<file path="src/inc/ofw_pkg.sv">
// Purpose: constants and types for the overflow irq write address bank
// Assumes: one clock, synchronous active-low reset
// Notes:   offsets are byte offsets inside each security state's page
// Notes on behaviour
// - high register bits 19:0 hold write address bits 51:32.
// - low register bits 31:2 hold write address bits 31:2, same positions.
// - low register bits 1:0 read zero and ignore writes.
// - separate copies for Secure, Non-secure, Root and Realm states.
// - each copy reachable only through its own state's page.
// - Secure and Non-secure copies are read-write at their offsets.
// - Root and Realm copies are read-write only with the realm extension.
// - without version 1.1 and write capability, registers read zero, ignore writes.
// - irq write support needs all five companion registers implemented together.
// - with write enable set, send the irq write and suppress the wired irq.
package ofw_pkg;

	// ***************************************************************
	// register map
	// ***************************************************************
	localparam logic [11:0] OFF_ADDR_LOW  = 12'h08e0;
	localparam logic [11:0] OFF_ADDR_HIGH = 12'h08e4;

	// ***************************************************************
	// field layout and reset values
	// ***************************************************************
	localparam int unsigned NUM_SPACES      = 4;
	localparam int unsigned LOW_FIELD_LSB   = 2;
	localparam int unsigned LOW_FIELD_MSB   = 31;
	localparam int unsigned LOW_FIELD_W     = 30;
	localparam int unsigned HIGH_FIELD_MSB  = 19;
	localparam int unsigned HIGH_FIELD_W    = 20;
	localparam int unsigned ADDR_W          = 52;
	localparam logic [1:0]  LOW_FIXED_BITS  = 2'h0;
	localparam logic [29:0] RESET_LOW_FIELD  = 30'h0000_0000;
	localparam logic [19:0] RESET_HIGH_FIELD = 20'h0_0000;
	localparam logic [11:0] HIGH_RESERVED    = 12'h000;

	// ***************************************************************
	// types
	// ***************************************************************
	typedef enum logic [1:0]
	{
		SPACE_SECURE    = 2'b00,
		SPACE_NONSECURE = 2'b01,
		SPACE_ROOT      = 2'b10,
		SPACE_REALM     = 2'b11
	} ofw_space_t;

	typedef enum logic [0:0]
	{
		ENG_IDLE = 1'b0,
		ENG_SEND = 1'b1
	} ofw_eng_state_t;

endpackage

</file>
<file path="src/inc/ofw_copy_if.sv">
// Purpose: carries one security state's register copy to the bank
// Assumes: driven and read on the bank clock
// Notes:   write strobes are one-cycle pulses
`timescale 1ns/1ps
interface ofw_copy_if;
	logic        wrLow;
	logic        wrHigh;
	logic [31:0] wdata;
	logic [29:0] lowField;
	logic [19:0] highField;

	modport copy
	(
		input  wrLow,
		input  wrHigh,
		input  wdata,
		output lowField,
		output highField
	);

	modport ctl
	(
		output wrLow,
		output wrHigh,
		output wdata,
		input  lowField,
		input  highField
	);
endinterface

</file>
<file path="src/logic/ofw_addr_regs.sv">
// Purpose: per-state irq write address registers and write launcher
// Assumes: page select and offset come from the owning component's decoder
// Notes:   accesses outside the two offsets read zero and are ignored
`timescale 1ns/1ps
module ofw_addr_regs
#(
	parameter bit VERSION_1P1_FEATURE        = 1'b1,
	parameter bit OVERFLOW_IRQ_WRITE_CAPABLE = 1'b1,
	parameter bit REALM_SECURITY_EXTENSION   = 1'b1
)
(
	// clock and reset
	input  wire logic        clk,
	input  wire logic        rst_b,
	// register access from the feature pages
	input  wire logic        regReq,
	input  wire logic        regWrite,
	input  wire logic [1:0]  regSpace,
	input  wire logic [11:0] regOffset,
	input  wire logic [31:0] regWdata,
	output logic             regAck,
	output logic [31:0]      regRdata,
	// overflow events and enables per state
	input  wire logic [3:0]  overflowEvent,
	input  wire logic [3:0]  overflowIrqWriteEnable,
	// irq write request to the message engine
	output logic             irqWriteValid,
	input  wire logic        irqWriteReady,
	output logic [51:0]      irqWriteAddr,
	output logic [1:0]       irqWriteSpace,
	// wired overflow interrupts per state
	output logic [3:0]       hardwiredIrq
);

	// ***************************************************************
	// declarations
	// ***************************************************************
	ofw_copy_if copyIf [ofw_pkg::NUM_SPACES] ();

	logic [29:0] lowOf  [ofw_pkg::NUM_SPACES];
	logic [19:0] highOf [ofw_pkg::NUM_SPACES];
	logic [3:0]  spaceOpen;
	logic [3:0]  selSpace;
	logic [3:0]  effEnable;
	logic        blockPresent;
	logic        hitLow;
	logic        hitHigh;
	logic        selAny;
	logic [29:0] lowOfSel;
	logic [19:0] highOfSel;
	logic [31:0] readValue;

	logic        regAck_reg;
	logic [31:0] regRdata_reg;
	logic [31:0] regRdata_next;

	ofw_pkg::ofw_eng_state_t engState_reg;
	ofw_pkg::ofw_eng_state_t engState_next;
	logic [3:0]  pending_reg;
	logic [3:0]  pending_next;
	logic [3:0]  issueMask;
	logic [1:0]  pickIdx;
	logic        anyPending;
	logic        launch;
	logic [51:0] launchAddr;
	logic        irqWriteValid_reg;
	logic [51:0] irqWriteAddr_reg;
	logic [1:0]  irqWriteSpace_reg;
	logic [3:0]  hardwiredIrq_reg;

	// ***************************************************************
	// presence and page decode
	// ***************************************************************
	// the bank exists only with both features; else read zero, ignore
	assign blockPresent = VERSION_1P1_FEATURE
		&& OVERFLOW_IRQ_WRITE_CAPABLE;
	assign hitLow  = (regOffset == ofw_pkg::OFF_ADDR_LOW);
	assign hitHigh = (regOffset == ofw_pkg::OFF_ADDR_HIGH);
	assign selAny  = |selSpace;

	// one copy per state, reached only from that state's page
	for (genvar s = 0; s < ofw_pkg::NUM_SPACES; s++)
	begin : g_space
		if (s < 2)
		begin : g_open
			assign spaceOpen[s] = 1'b1;
		end
		else
		begin : g_realm
			assign spaceOpen[s] = REALM_SECURITY_EXTENSION;
		end
		assign selSpace[s] = regReq && blockPresent && spaceOpen[s]
			&& (regSpace == 2'(s));
		assign copyIf[s].wrLow  = selSpace[s] && regWrite && hitLow;
		assign copyIf[s].wrHigh = selSpace[s] && regWrite && hitHigh;
		assign copyIf[s].wdata  = regWdata;
		assign lowOf[s]  = copyIf[s].lowField;
		assign highOf[s] = copyIf[s].highField;
		assign effEnable[s] = overflowIrqWriteEnable[s]
			&& blockPresent && spaceOpen[s];

		ofw_state_copy u_copy
		(
			.clk   (clk),
			.rst_b (rst_b),
			.port  (copyIf[s])
		);
	end

	// ***************************************************************
	// read path
	// ***************************************************************
	// low pair is forced to zero on every read
	assign lowOfSel  = lowOf[regSpace];
	assign highOfSel = highOf[regSpace];
	assign readValue = !selAny ? 32'h0000_0000
		: hitLow  ? {lowOfSel, ofw_pkg::LOW_FIXED_BITS}
		: hitHigh ? {ofw_pkg::HIGH_RESERVED, highOfSel}
		: 32'h0000_0000;
	assign regRdata_next = (regReq && !regWrite) ? readValue
		: 32'h0000_0000;

	// answer one cycle after every request, reads and writes alike
	always_ff @(posedge clk)
	begin
		if (!rst_b)
		begin
			regAck_reg   <= 1'b0;
			regRdata_reg <= 32'h0000_0000;
		end
		else
		begin
			regAck_reg   <= regReq;
			regRdata_reg <= regRdata_next;
		end
	end

	// ***************************************************************
	// irq write launcher
	// ***************************************************************
	// lowest pending state first; fixed priority may starve realm
	always_comb
	begin
		pickIdx = 2'b00;
		for (int i = ofw_pkg::NUM_SPACES - 1; i >= 0; i--)
		begin
			if (pending_reg[i])
				pickIdx = 2'(i);
		end
	end

	assign anyPending = |pending_reg;
	assign launch     = (engState_reg == ofw_pkg::ENG_IDLE) && anyPending;
	assign issueMask  = launch ? (4'h1 << pickIdx) : 4'h0;
	assign launchAddr = {highOf[pickIdx], lowOf[pickIdx],
		ofw_pkg::LOW_FIXED_BITS};
	// a new event beats the clear of the same bit
	assign pending_next = (pending_reg & ~issueMask)
		| (overflowEvent & effEnable);

	always_comb
	begin
		case (engState_reg)
			ofw_pkg::ENG_IDLE:
				engState_next = launch ? ofw_pkg::ENG_SEND : ofw_pkg::ENG_IDLE;
			ofw_pkg::ENG_SEND:
				engState_next = irqWriteReady ? ofw_pkg::ENG_IDLE
					: ofw_pkg::ENG_SEND;
			default:
				engState_next = ofw_pkg::ENG_IDLE;
		endcase
	end

	// address is frozen at launch so a rewrite cannot tear it
	always_ff @(posedge clk)
	begin
		if (!rst_b)
		begin
			engState_reg      <= ofw_pkg::ENG_IDLE;
			pending_reg       <= 4'h0;
			irqWriteValid_reg <= 1'b0;
			irqWriteAddr_reg  <= 52'h0_0000_0000_0000;
			irqWriteSpace_reg <= 2'b00;
		end
		else
		begin
			engState_reg      <= engState_next;
			pending_reg       <= pending_next;
			irqWriteValid_reg <= (engState_next == ofw_pkg::ENG_SEND);
			if (launch)
			begin
				irqWriteAddr_reg  <= launchAddr;
				irqWriteSpace_reg <= pickIdx;
			end
		end
	end

	// wired line only for states whose write path is off
	always_ff @(posedge clk)
	begin
		if (!rst_b)
			hardwiredIrq_reg <= 4'h0;
		else
			hardwiredIrq_reg <= overflowEvent & ~effEnable;
	end

	assign regAck        = regAck_reg;
	assign regRdata      = regRdata_reg;
	assign irqWriteValid = irqWriteValid_reg;
	assign irqWriteAddr  = irqWriteAddr_reg;
	assign irqWriteSpace = irqWriteSpace_reg;
	assign hardwiredIrq  = hardwiredIrq_reg;

	// ***************************************************************
	// checks
	// ***************************************************************
	a_low_bits_zero: assert property (
		@(posedge clk) disable iff (!rst_b)
		(regReq && !regWrite && hitLow) |=> (regRdata[1:0] == 2'b00))
		else $error("low register bits 1:0 read nonzero");

	a_copies_separate: assert property (
		@(posedge clk) disable iff (!rst_b)
		(regReq && regWrite && regSpace == 2'b00) |=> $stable(lowOf[1]))
		else $error("secure write changed the non-secure copy");

	a_space_read_match: assert property (
		@(posedge clk) disable iff (!rst_b)
		(regReq && !regWrite && hitHigh && selAny)
		|=> (regRdata[19:0] == $past(highOfSel)) && regAck)
		else $error("read did not return its own state's copy");

	a_open_write: assert property (
		@(posedge clk) disable iff (!rst_b)
		(blockPresent && regReq && regWrite && hitLow
			&& regSpace == 2'b01)
		|=> (lowOf[1] == $past(regWdata[31:2])))
		else $error("non-secure write was not stored");

	a_realm_closed: assert property (
		@(posedge clk) disable iff (!rst_b)
		(!REALM_SECURITY_EXTENSION && regReq && regSpace[1])
		|=> (regRdata == 32'h0000_0000))
		else $error("root or realm page answered without extension");

	a_absent_raz: assert property (
		@(posedge clk) disable iff (!rst_b)
		(!blockPresent && regAck) |-> (regRdata == 32'h0000_0000))
		else $error("absent bank returned data");

	a_wired_suppress: assert property (
		@(posedge clk) disable iff (!rst_b)
		(overflowEvent[0] && effEnable[0])
		|=> !hardwiredIrq[0] ##[0:8] irqWriteValid)
		else $error("enabled overflow raised wire or no write");

	a_write_addr_form: assert property (
		@(posedge clk) disable iff (!rst_b)
		launch |=> irqWriteValid && (irqWriteAddr == $past(launchAddr))
			&& (irqWriteAddr[1:0] == 2'b00))
		else $error("irq write address not formed from the fields");

	a_valid_holds: assert property (
		@(posedge clk) disable iff (!rst_b)
		(irqWriteValid && !irqWriteReady)
		|=> irqWriteValid && $stable(irqWriteAddr))
		else $error("irq write dropped before acceptance");

endmodule

</file>
<file path="src/logic/ofw_state_copy.sv">
// Purpose: one security state's low and high address fields
// Assumes: strobes already decoded for this state only
// Notes:   bits 1:0 of the low word are not stored at all
`timescale 1ns/1ps
module ofw_state_copy
(
	// clock and reset
	input wire logic clk,
	input wire logic rst_b,
	// register side
	ofw_copy_if.copy port
);

	logic [29:0] lowField_reg;
	logic [19:0] highField_reg;

	// ***************************************************************
	// storage
	// ***************************************************************
	// only bits 31:2 are kept, so the low pair cannot be written
	always_ff @(posedge clk)
	begin
		if (!rst_b)
			lowField_reg <= ofw_pkg::RESET_LOW_FIELD;
		else if (port.wrLow)
			lowField_reg <= port.wdata[31:2];
	end

	// bits 31:20 of a high write are dropped
	always_ff @(posedge clk)
	begin
		if (!rst_b)
			highField_reg <= ofw_pkg::RESET_HIGH_FIELD;
		else if (port.wrHigh)
			highField_reg <= port.wdata[19:0];
	end

	assign port.lowField  = lowField_reg;
	assign port.highField = highField_reg;

	// ***************************************************************
	// checks
	// ***************************************************************
	a_low_field_load: assert property (
		@(posedge clk) disable iff (!rst_b)
		port.wrLow |=> (port.lowField == $past(port.wdata[31:2])))
		else $error("low field did not take written bits 31:2");

	a_high_field_load: assert property (
		@(posedge clk) disable iff (!rst_b)
		(port.wrHigh ##1 !port.wrHigh)
		|=> (port.highField == $past(port.wdata[19:0], 2)))
		else $error("high field lost written bits 19:0");

endmodule

</file>
<file path="config.mk">
export PLATFORM = sky130hd
export DESIGN_NAME = ofw_addr_regs
export DESIGN_NICKNAME = d
export VERILOG_FILES = /design/src/inc/ofw_pkg.sv /design/src/inc/ofw_copy_if.sv /design/src/logic/ofw_addr_regs.sv /design/src/logic/ofw_state_copy.sv
export SDC_FILE = /design/constraint.sdc
export NUM_CORES = 1
export LEC_CHECK = 0
export ABC_CLOCK_PERIOD_IN_PS = 3400
export BUFFER_PORTS_ARGS = -buffer_cell sky130_fd_sc_hd__buf_2
export CAP_MARGIN = 15
export CELL_PAD_IN_SITES_DETAIL_PLACEMENT = 0
export CELL_PAD_IN_SITES_GLOBAL_PLACEMENT = 1
export CORE_UTILIZATION = 42
export DETAILED_ROUTE_END_ITERATION = 10
export PLACE_DENSITY_LB_ADDON = 0.1
export REMOVE_ABC_BUFFERS = 1
export SLEW_MARGIN = 5
export SYNTH_ARGS = -nofsm -noshare
export SYNTH_HDL_FRONTEND = slang
export SYNTH_SLANG_ARGS = --single-unit
</file>
<file path="constraint.sdc">
create_clock -name clk -period 3.4 [get_ports clk]
set_input_delay 0.34 -clock clk [delete_from_list [all_inputs] [get_ports clk]]
set_output_delay 0.34 -clock clk [all_outputs]
set_load 0.1 [all_outputs]
</file>
# Word-level counts from Yosys, hierarchy flattened
# Index checks and enable logic that the tools add are counted.
# totals
regBits	294
inputBits	59
output_inout_bits	92
word_cells	83
# classes
n_lt_le_gt_ge	2
n_eq_ne	5
n_shift	1
mux	22
bitwise	13
n_reduce_logical	24
# op_table
op	n
$bmux 30 s2	2
$mux 30	4
$mux 20	5
$bmux 20 s2	2
$mux 32	1
$eq 12x12->1 const B	2
$logic_and 1x1->1	18
$and 4x4->4	3
$mux 2	4
$not 4->4	2
$reduce_or 4->1	2
$ge 3x3->1 const B	2
$not 2->3	2
$not 1->1	5
$reduce_or 5->1	1
$eq 2x2->1 const B	2
$mux 4	1
$or 4x4->4	1
$shl 1x2->4 const A	1
$reduce_and 3->1	1
$eq 2x1->1 const B	1
$logic_not 2->1	1
$mux 1	2
$pmux 1 s2	1
$logic_not 1->1	1

# Longest topological paths before layout
# logic_depth
word_depth	9
ltp_mapped	6
mapped_depth_nobuf	4

# By module
# A second synthesis with hierarchy kept.
# unflattened
hier_cells	1163
hier_area_um2	14122.3
# by_module_without_submodules
module	instances	cells_each	area_per_inst_um2	seq_area_each_um2
ofw_state_copy	4	161	1926.8	1001.0
ofw_addr_regs	1	519	6414.9	1881.8

# Worst setup path before layout
# Ideal clock, no wire load.
# synth_path
path_type	register to register
from	reg, netlist name irqWriteValid
to	reg irqWriteAddr_reg[50] (netlist: irqWriteAddr[50])
setup_time_ns	0.083
arrival_ns	1.885
required_time_ns	3.317
setup_slack_ns	1.432
stages_incl_launch_ff	5
n_path_buf	2
period_less_slack_ns	1.968
path_cell_list	dfxtp_1 or4b_2 clkbuf_1 clkbuf_1 o221ai_1
# synth_lines
element	line_no	rtl
to (signal assigned)	ofw_addr_regs.sv:192	irqWriteAddr_reg <= launchAddr;
to (decl)	ofw_addr_regs.sv:67	logic [51:0] irqWriteAddr_reg;

# Worst setup path after layout
# layout_path
from	reg pending_reg[0]
to	reg irqWriteAddr_reg[7] (netlist: irqWriteAddr[7])
# layout_via
elab_chain_len	5
elab_cells_between_ends	7
classes_between	mux (4); bitwise (1); reduce/logical (2)
# layout_rtl
element	line_no	rtl
from (decl)	ofw_addr_regs.sv:59	logic [3:0] pending_reg;
from (signal assigned)	ofw_addr_regs.sv:188	pending_reg <= pending_next;
$mux 2	ofw_addr_regs.sv:147	if (pending_reg[i])
$not 2->3 (implied by the code)	ofw_addr_regs.sv:155	assign launchAddr = {highOf[pickIdx], lowOf[pickIdx],
$bmux 30 s2	ofw_addr_regs.sv:155	
$mux 30 (implied by the code) (2 in series)	ofw_addr_regs.sv:155	
# Parallel ways exist; a longest one is shown, timed or not. The select of a mux whose other input is x is not followed.
# A chain may end at the register's enable or synchronous reset.

==> impl_metrics.env <==
export IMPL_synthSimpleGateAreaFrac=0.124
export IMPL_outcome="finished, final reports clean"
export IMPL_synth_cell_types=40
export IMPL_pre_cts_ws_ns=0.765
export IMPL_worstSetupPathType="flop to flop"
export IMPL_htreeDepth=2
export IMPL_fin_ws_ns=1.01
export IMPL_final_antenna_net_count=0
export IMPL_final_common_cell="nand2_1"
export IMPL_reg2reg_slack_ns=1.01
export IMPL_netlist_area_um2=12600
export IMPL_grt_pass1_wl_um=53500
export IMPL_relSlewSlack=0.430
export IMPL_fmax_mhz=419
export IMPL_initial_core_util=0.427
export IMPL_die_height_um=176
export IMPL_nets=1382
export IMPL_final_max_slew_viol_count=0
export IMPL_arrival_ns=2.73
export IMPL_reg2reg_depth=5
export IMPL_drive_gt1_frac=0.217
export IMPL_die_area_um2=30800
export IMPL_crit_slowest_cell="nor2_4"
export IMPL_dieWidth_um=176
export IMPL_clock_sinks=294
export IMPL_netlist_instances=1205
export IMPL_power_density_nw_per_um2=519
export IMPL_synthXorXnorAreaFrac=0
export IMPL_cap_viol_max_count=0
export IMPL_final_cell_mix="326 x nand2_1, 300 x mux2i_1, 294 x dfxtp_1"
export IMPL_path_cells="or2_2 > nor2_4 > buf_4 > mux2i_1 > o221ai_1"
export IMPL_wl_per_cell_um=19.7
export IMPL_viasPerCell=5.36
export IMPL_synthAdderAreaFrac=0
export IMPL_hold_path_class="primary input to flop"
export IMPL_seq_area_frac_synth=0.466
export IMPL_clockBufferDepth=3
export IMPL_wl_met2_um=16300
export IMPL_postSynth_asyncResetShare=0
export IMPL_drt_iter0_drc=469
export IMPL_grt_max_degree=87
export IMPL_core_um2=29600
export IMPL_synth_seq_cells=294
export IMPL_whs_endpoint="hardwiredIrq[2]"
export IMPL_whs_path_depth=3
export IMPL_setup_violations=0
export IMPL_worstPathRequired_ns=3.74
export IMPL_ioPinCount=151
export IMPL_grt_pass1_vias=9200
export IMPL_totalWireLength_um=34300
export IMPL_cts_tree="built"
export IMPL_area_growth_pct=18.4
export IMPL_dp_hpwl_um=20400
export IMPL_synth_flop_cell="dfxtp_1"
export IMPL_wl_met1_um=15900
export IMPL_period_share=0.703
export IMPL_finalHoldViolCount=0
export IMPL_worst_pin_slew_ns=0.855
export IMPL_end_kind="flop"
export IMPL_crit_fanout=20
export IMPL_p_leak_uw=0.00686
export IMPL_vias=9316
export IMPL_skew_ns=0.0126
export IMPL_met3_length_um=1540
export IMPL_start_kind="flop"
export IMPL_highest_layer="met5"
export IMPL_rr_startpoint="pending_reg[0]"
export IMPL_clk_latency_ns=0.51
export IMPL_synth_warnings=0
export IMPL_io_buffers=148
export IMPL_final_util=0.505
export IMPL_synth_avg_cell_area_um2=10.5
export IMPL_vdd_drop_max_mv=0.271
export IMPL_fin_crit_ns=2.39
export IMPL_rsz0062_at_grt="false"
export IMPL_firstDrtPassIters=4
export IMPL_synth_top_family_by_area="multiplexers"
export IMPL_path_clk_slew_ns=0.05
export IMPL_largest_reg_flops=120
export IMPL_gp_congestion=0.708
export IMPL_synth_compound_area_frac=0.0487
export IMPL_min_from="overflowEvent[2]"
export IMPL_grt_use_total=0.225
export IMPL_max_stage_delay_ns=0.58
export IMPL_postCtsSetupBuffers=0
export IMPL_cts_root_buffer="clkbuf_16"
export IMPL_worstReg2RegEnd="irqWriteAddr[7]"
export IMPL_synth_edf_count=0
export IMPL_drc=0
export IMPL_rows=63
export IMPL_synth_mux_area_frac=0.327
export IMPL_numCtsBuffers=35
export IMPL_grt_antenna_before_repair=2
export IMPL_grt_remaining_overflow=0
## timing repair
| action | CTS | global route |
|---|---|---|
| endpoints found under the hold margin | 3 | 0 |
| resized for setup | 0 | 0 |
| hold buffers | 3 | 0 |
## cell type report
type	instances	area (µm²)
tap	390	488
clock inverter	11	161
multi-input combinational	812	6350
clock buffer	51	1010
timing repair buffer	177	1050
sequential	294	5890
antenna	1	2.50
fill	2800	14700
inverter	3	11.3
## metal layers
| metal | up-vias | global-route usage |
|---|---|---|
| met2 | 188 | 0.378 |
| met5 | - | 0 |
| met4 | 2 | 0.0533 |
| met1 | 4586 | 0.298 |
| li1 | 4492 | - |
| met3 | 48 | 0.0420 |
## how the worst max path moves through the flow
stage / to / from / cells past startpoint / slack [ns]
floorplan: irqWriteAddr[10] / pending_reg[0] / 4 / -1.59
global placement: regRdata[20] / regOffset[9] / 5 / 0.83
detailed placement: regRdata[24] / regOffset[9] / 5 / 0.76
CTS: irqWriteAddr[7] / pending_reg[0] / 5 / 1.01
global route: irqWriteAddr[7] / pending_reg[0] / 5 / 0.96
finish: irqWriteAddr[7] / pending_reg[0] / 5 / 1.01
## cell usage after synthesis (2+ instances only)
cell	count	share of area
o221ai_1	50	0.035
nor2b_1	15	0.0074
nand2b_1	4	0.0020
a21boi_0	3	0.0018
nor4_2	2	0.0020
a21oi_1	20	0.0079
dfxtp_1	294	0.47
buf_2	41	0.016
nand4_1	2	0.00099
mux4_2	50	0.089
o221a_2	2	0.0018
buf_4	2	0.0012
nor2_1	9	0.0027
inv_1	3	0.00089
nand3_1	2	0.00079
nand2_1	330	0.098
buf_1	3	0.00089
clkbuf_1	50	0.015
o21ai_0	2	0.00079
nor4_1	2	0.00099
mux2i_1	300	0.24
## per-stage QoR
stage	setup TNS (ns)	instances	hold WS [ns]	cell area, µm²	power [µW]
detailed placement	0	1673	0.443	13800	4050
finish	0	1739	0.0551	15000	7770
floorplan	-79.33	1109	0.412	12200	3830
global placement	0	1673	0.443	13800	4060
CTS	0	1738	0.0387	15000	7860
global route	0	1738	0.0379	15000	8050
## where the power goes
| part | total, µW | internal [µW] | switching [µW] |
|---|---|---|---|
| registers | 3470 | 3450 | 11.3 |
| logic | 509 | 150 | 360 |
| clock network | 3790 | 2360 | 1430 |
## kinds of logic after synthesis
kind of cell / count (synthesis)
other cells: 1
simple gates: 380
compound gates: 80
flops: 294
buf+inv: 100
mux: 350
## critical path: cells and delay by family, from the launching register on
family | cells | cell delay, ns
AO/OA/AOI/OAI | 1 | 0.14
buffers and inverters | 1 | 0.48
flip-flops | 1 | 0.36
multiplexers | 1 | 0.28
AND/OR/NAND/NOR | 2 | 0.94
No activity file was read; power rests on OpenSTA's default activity.
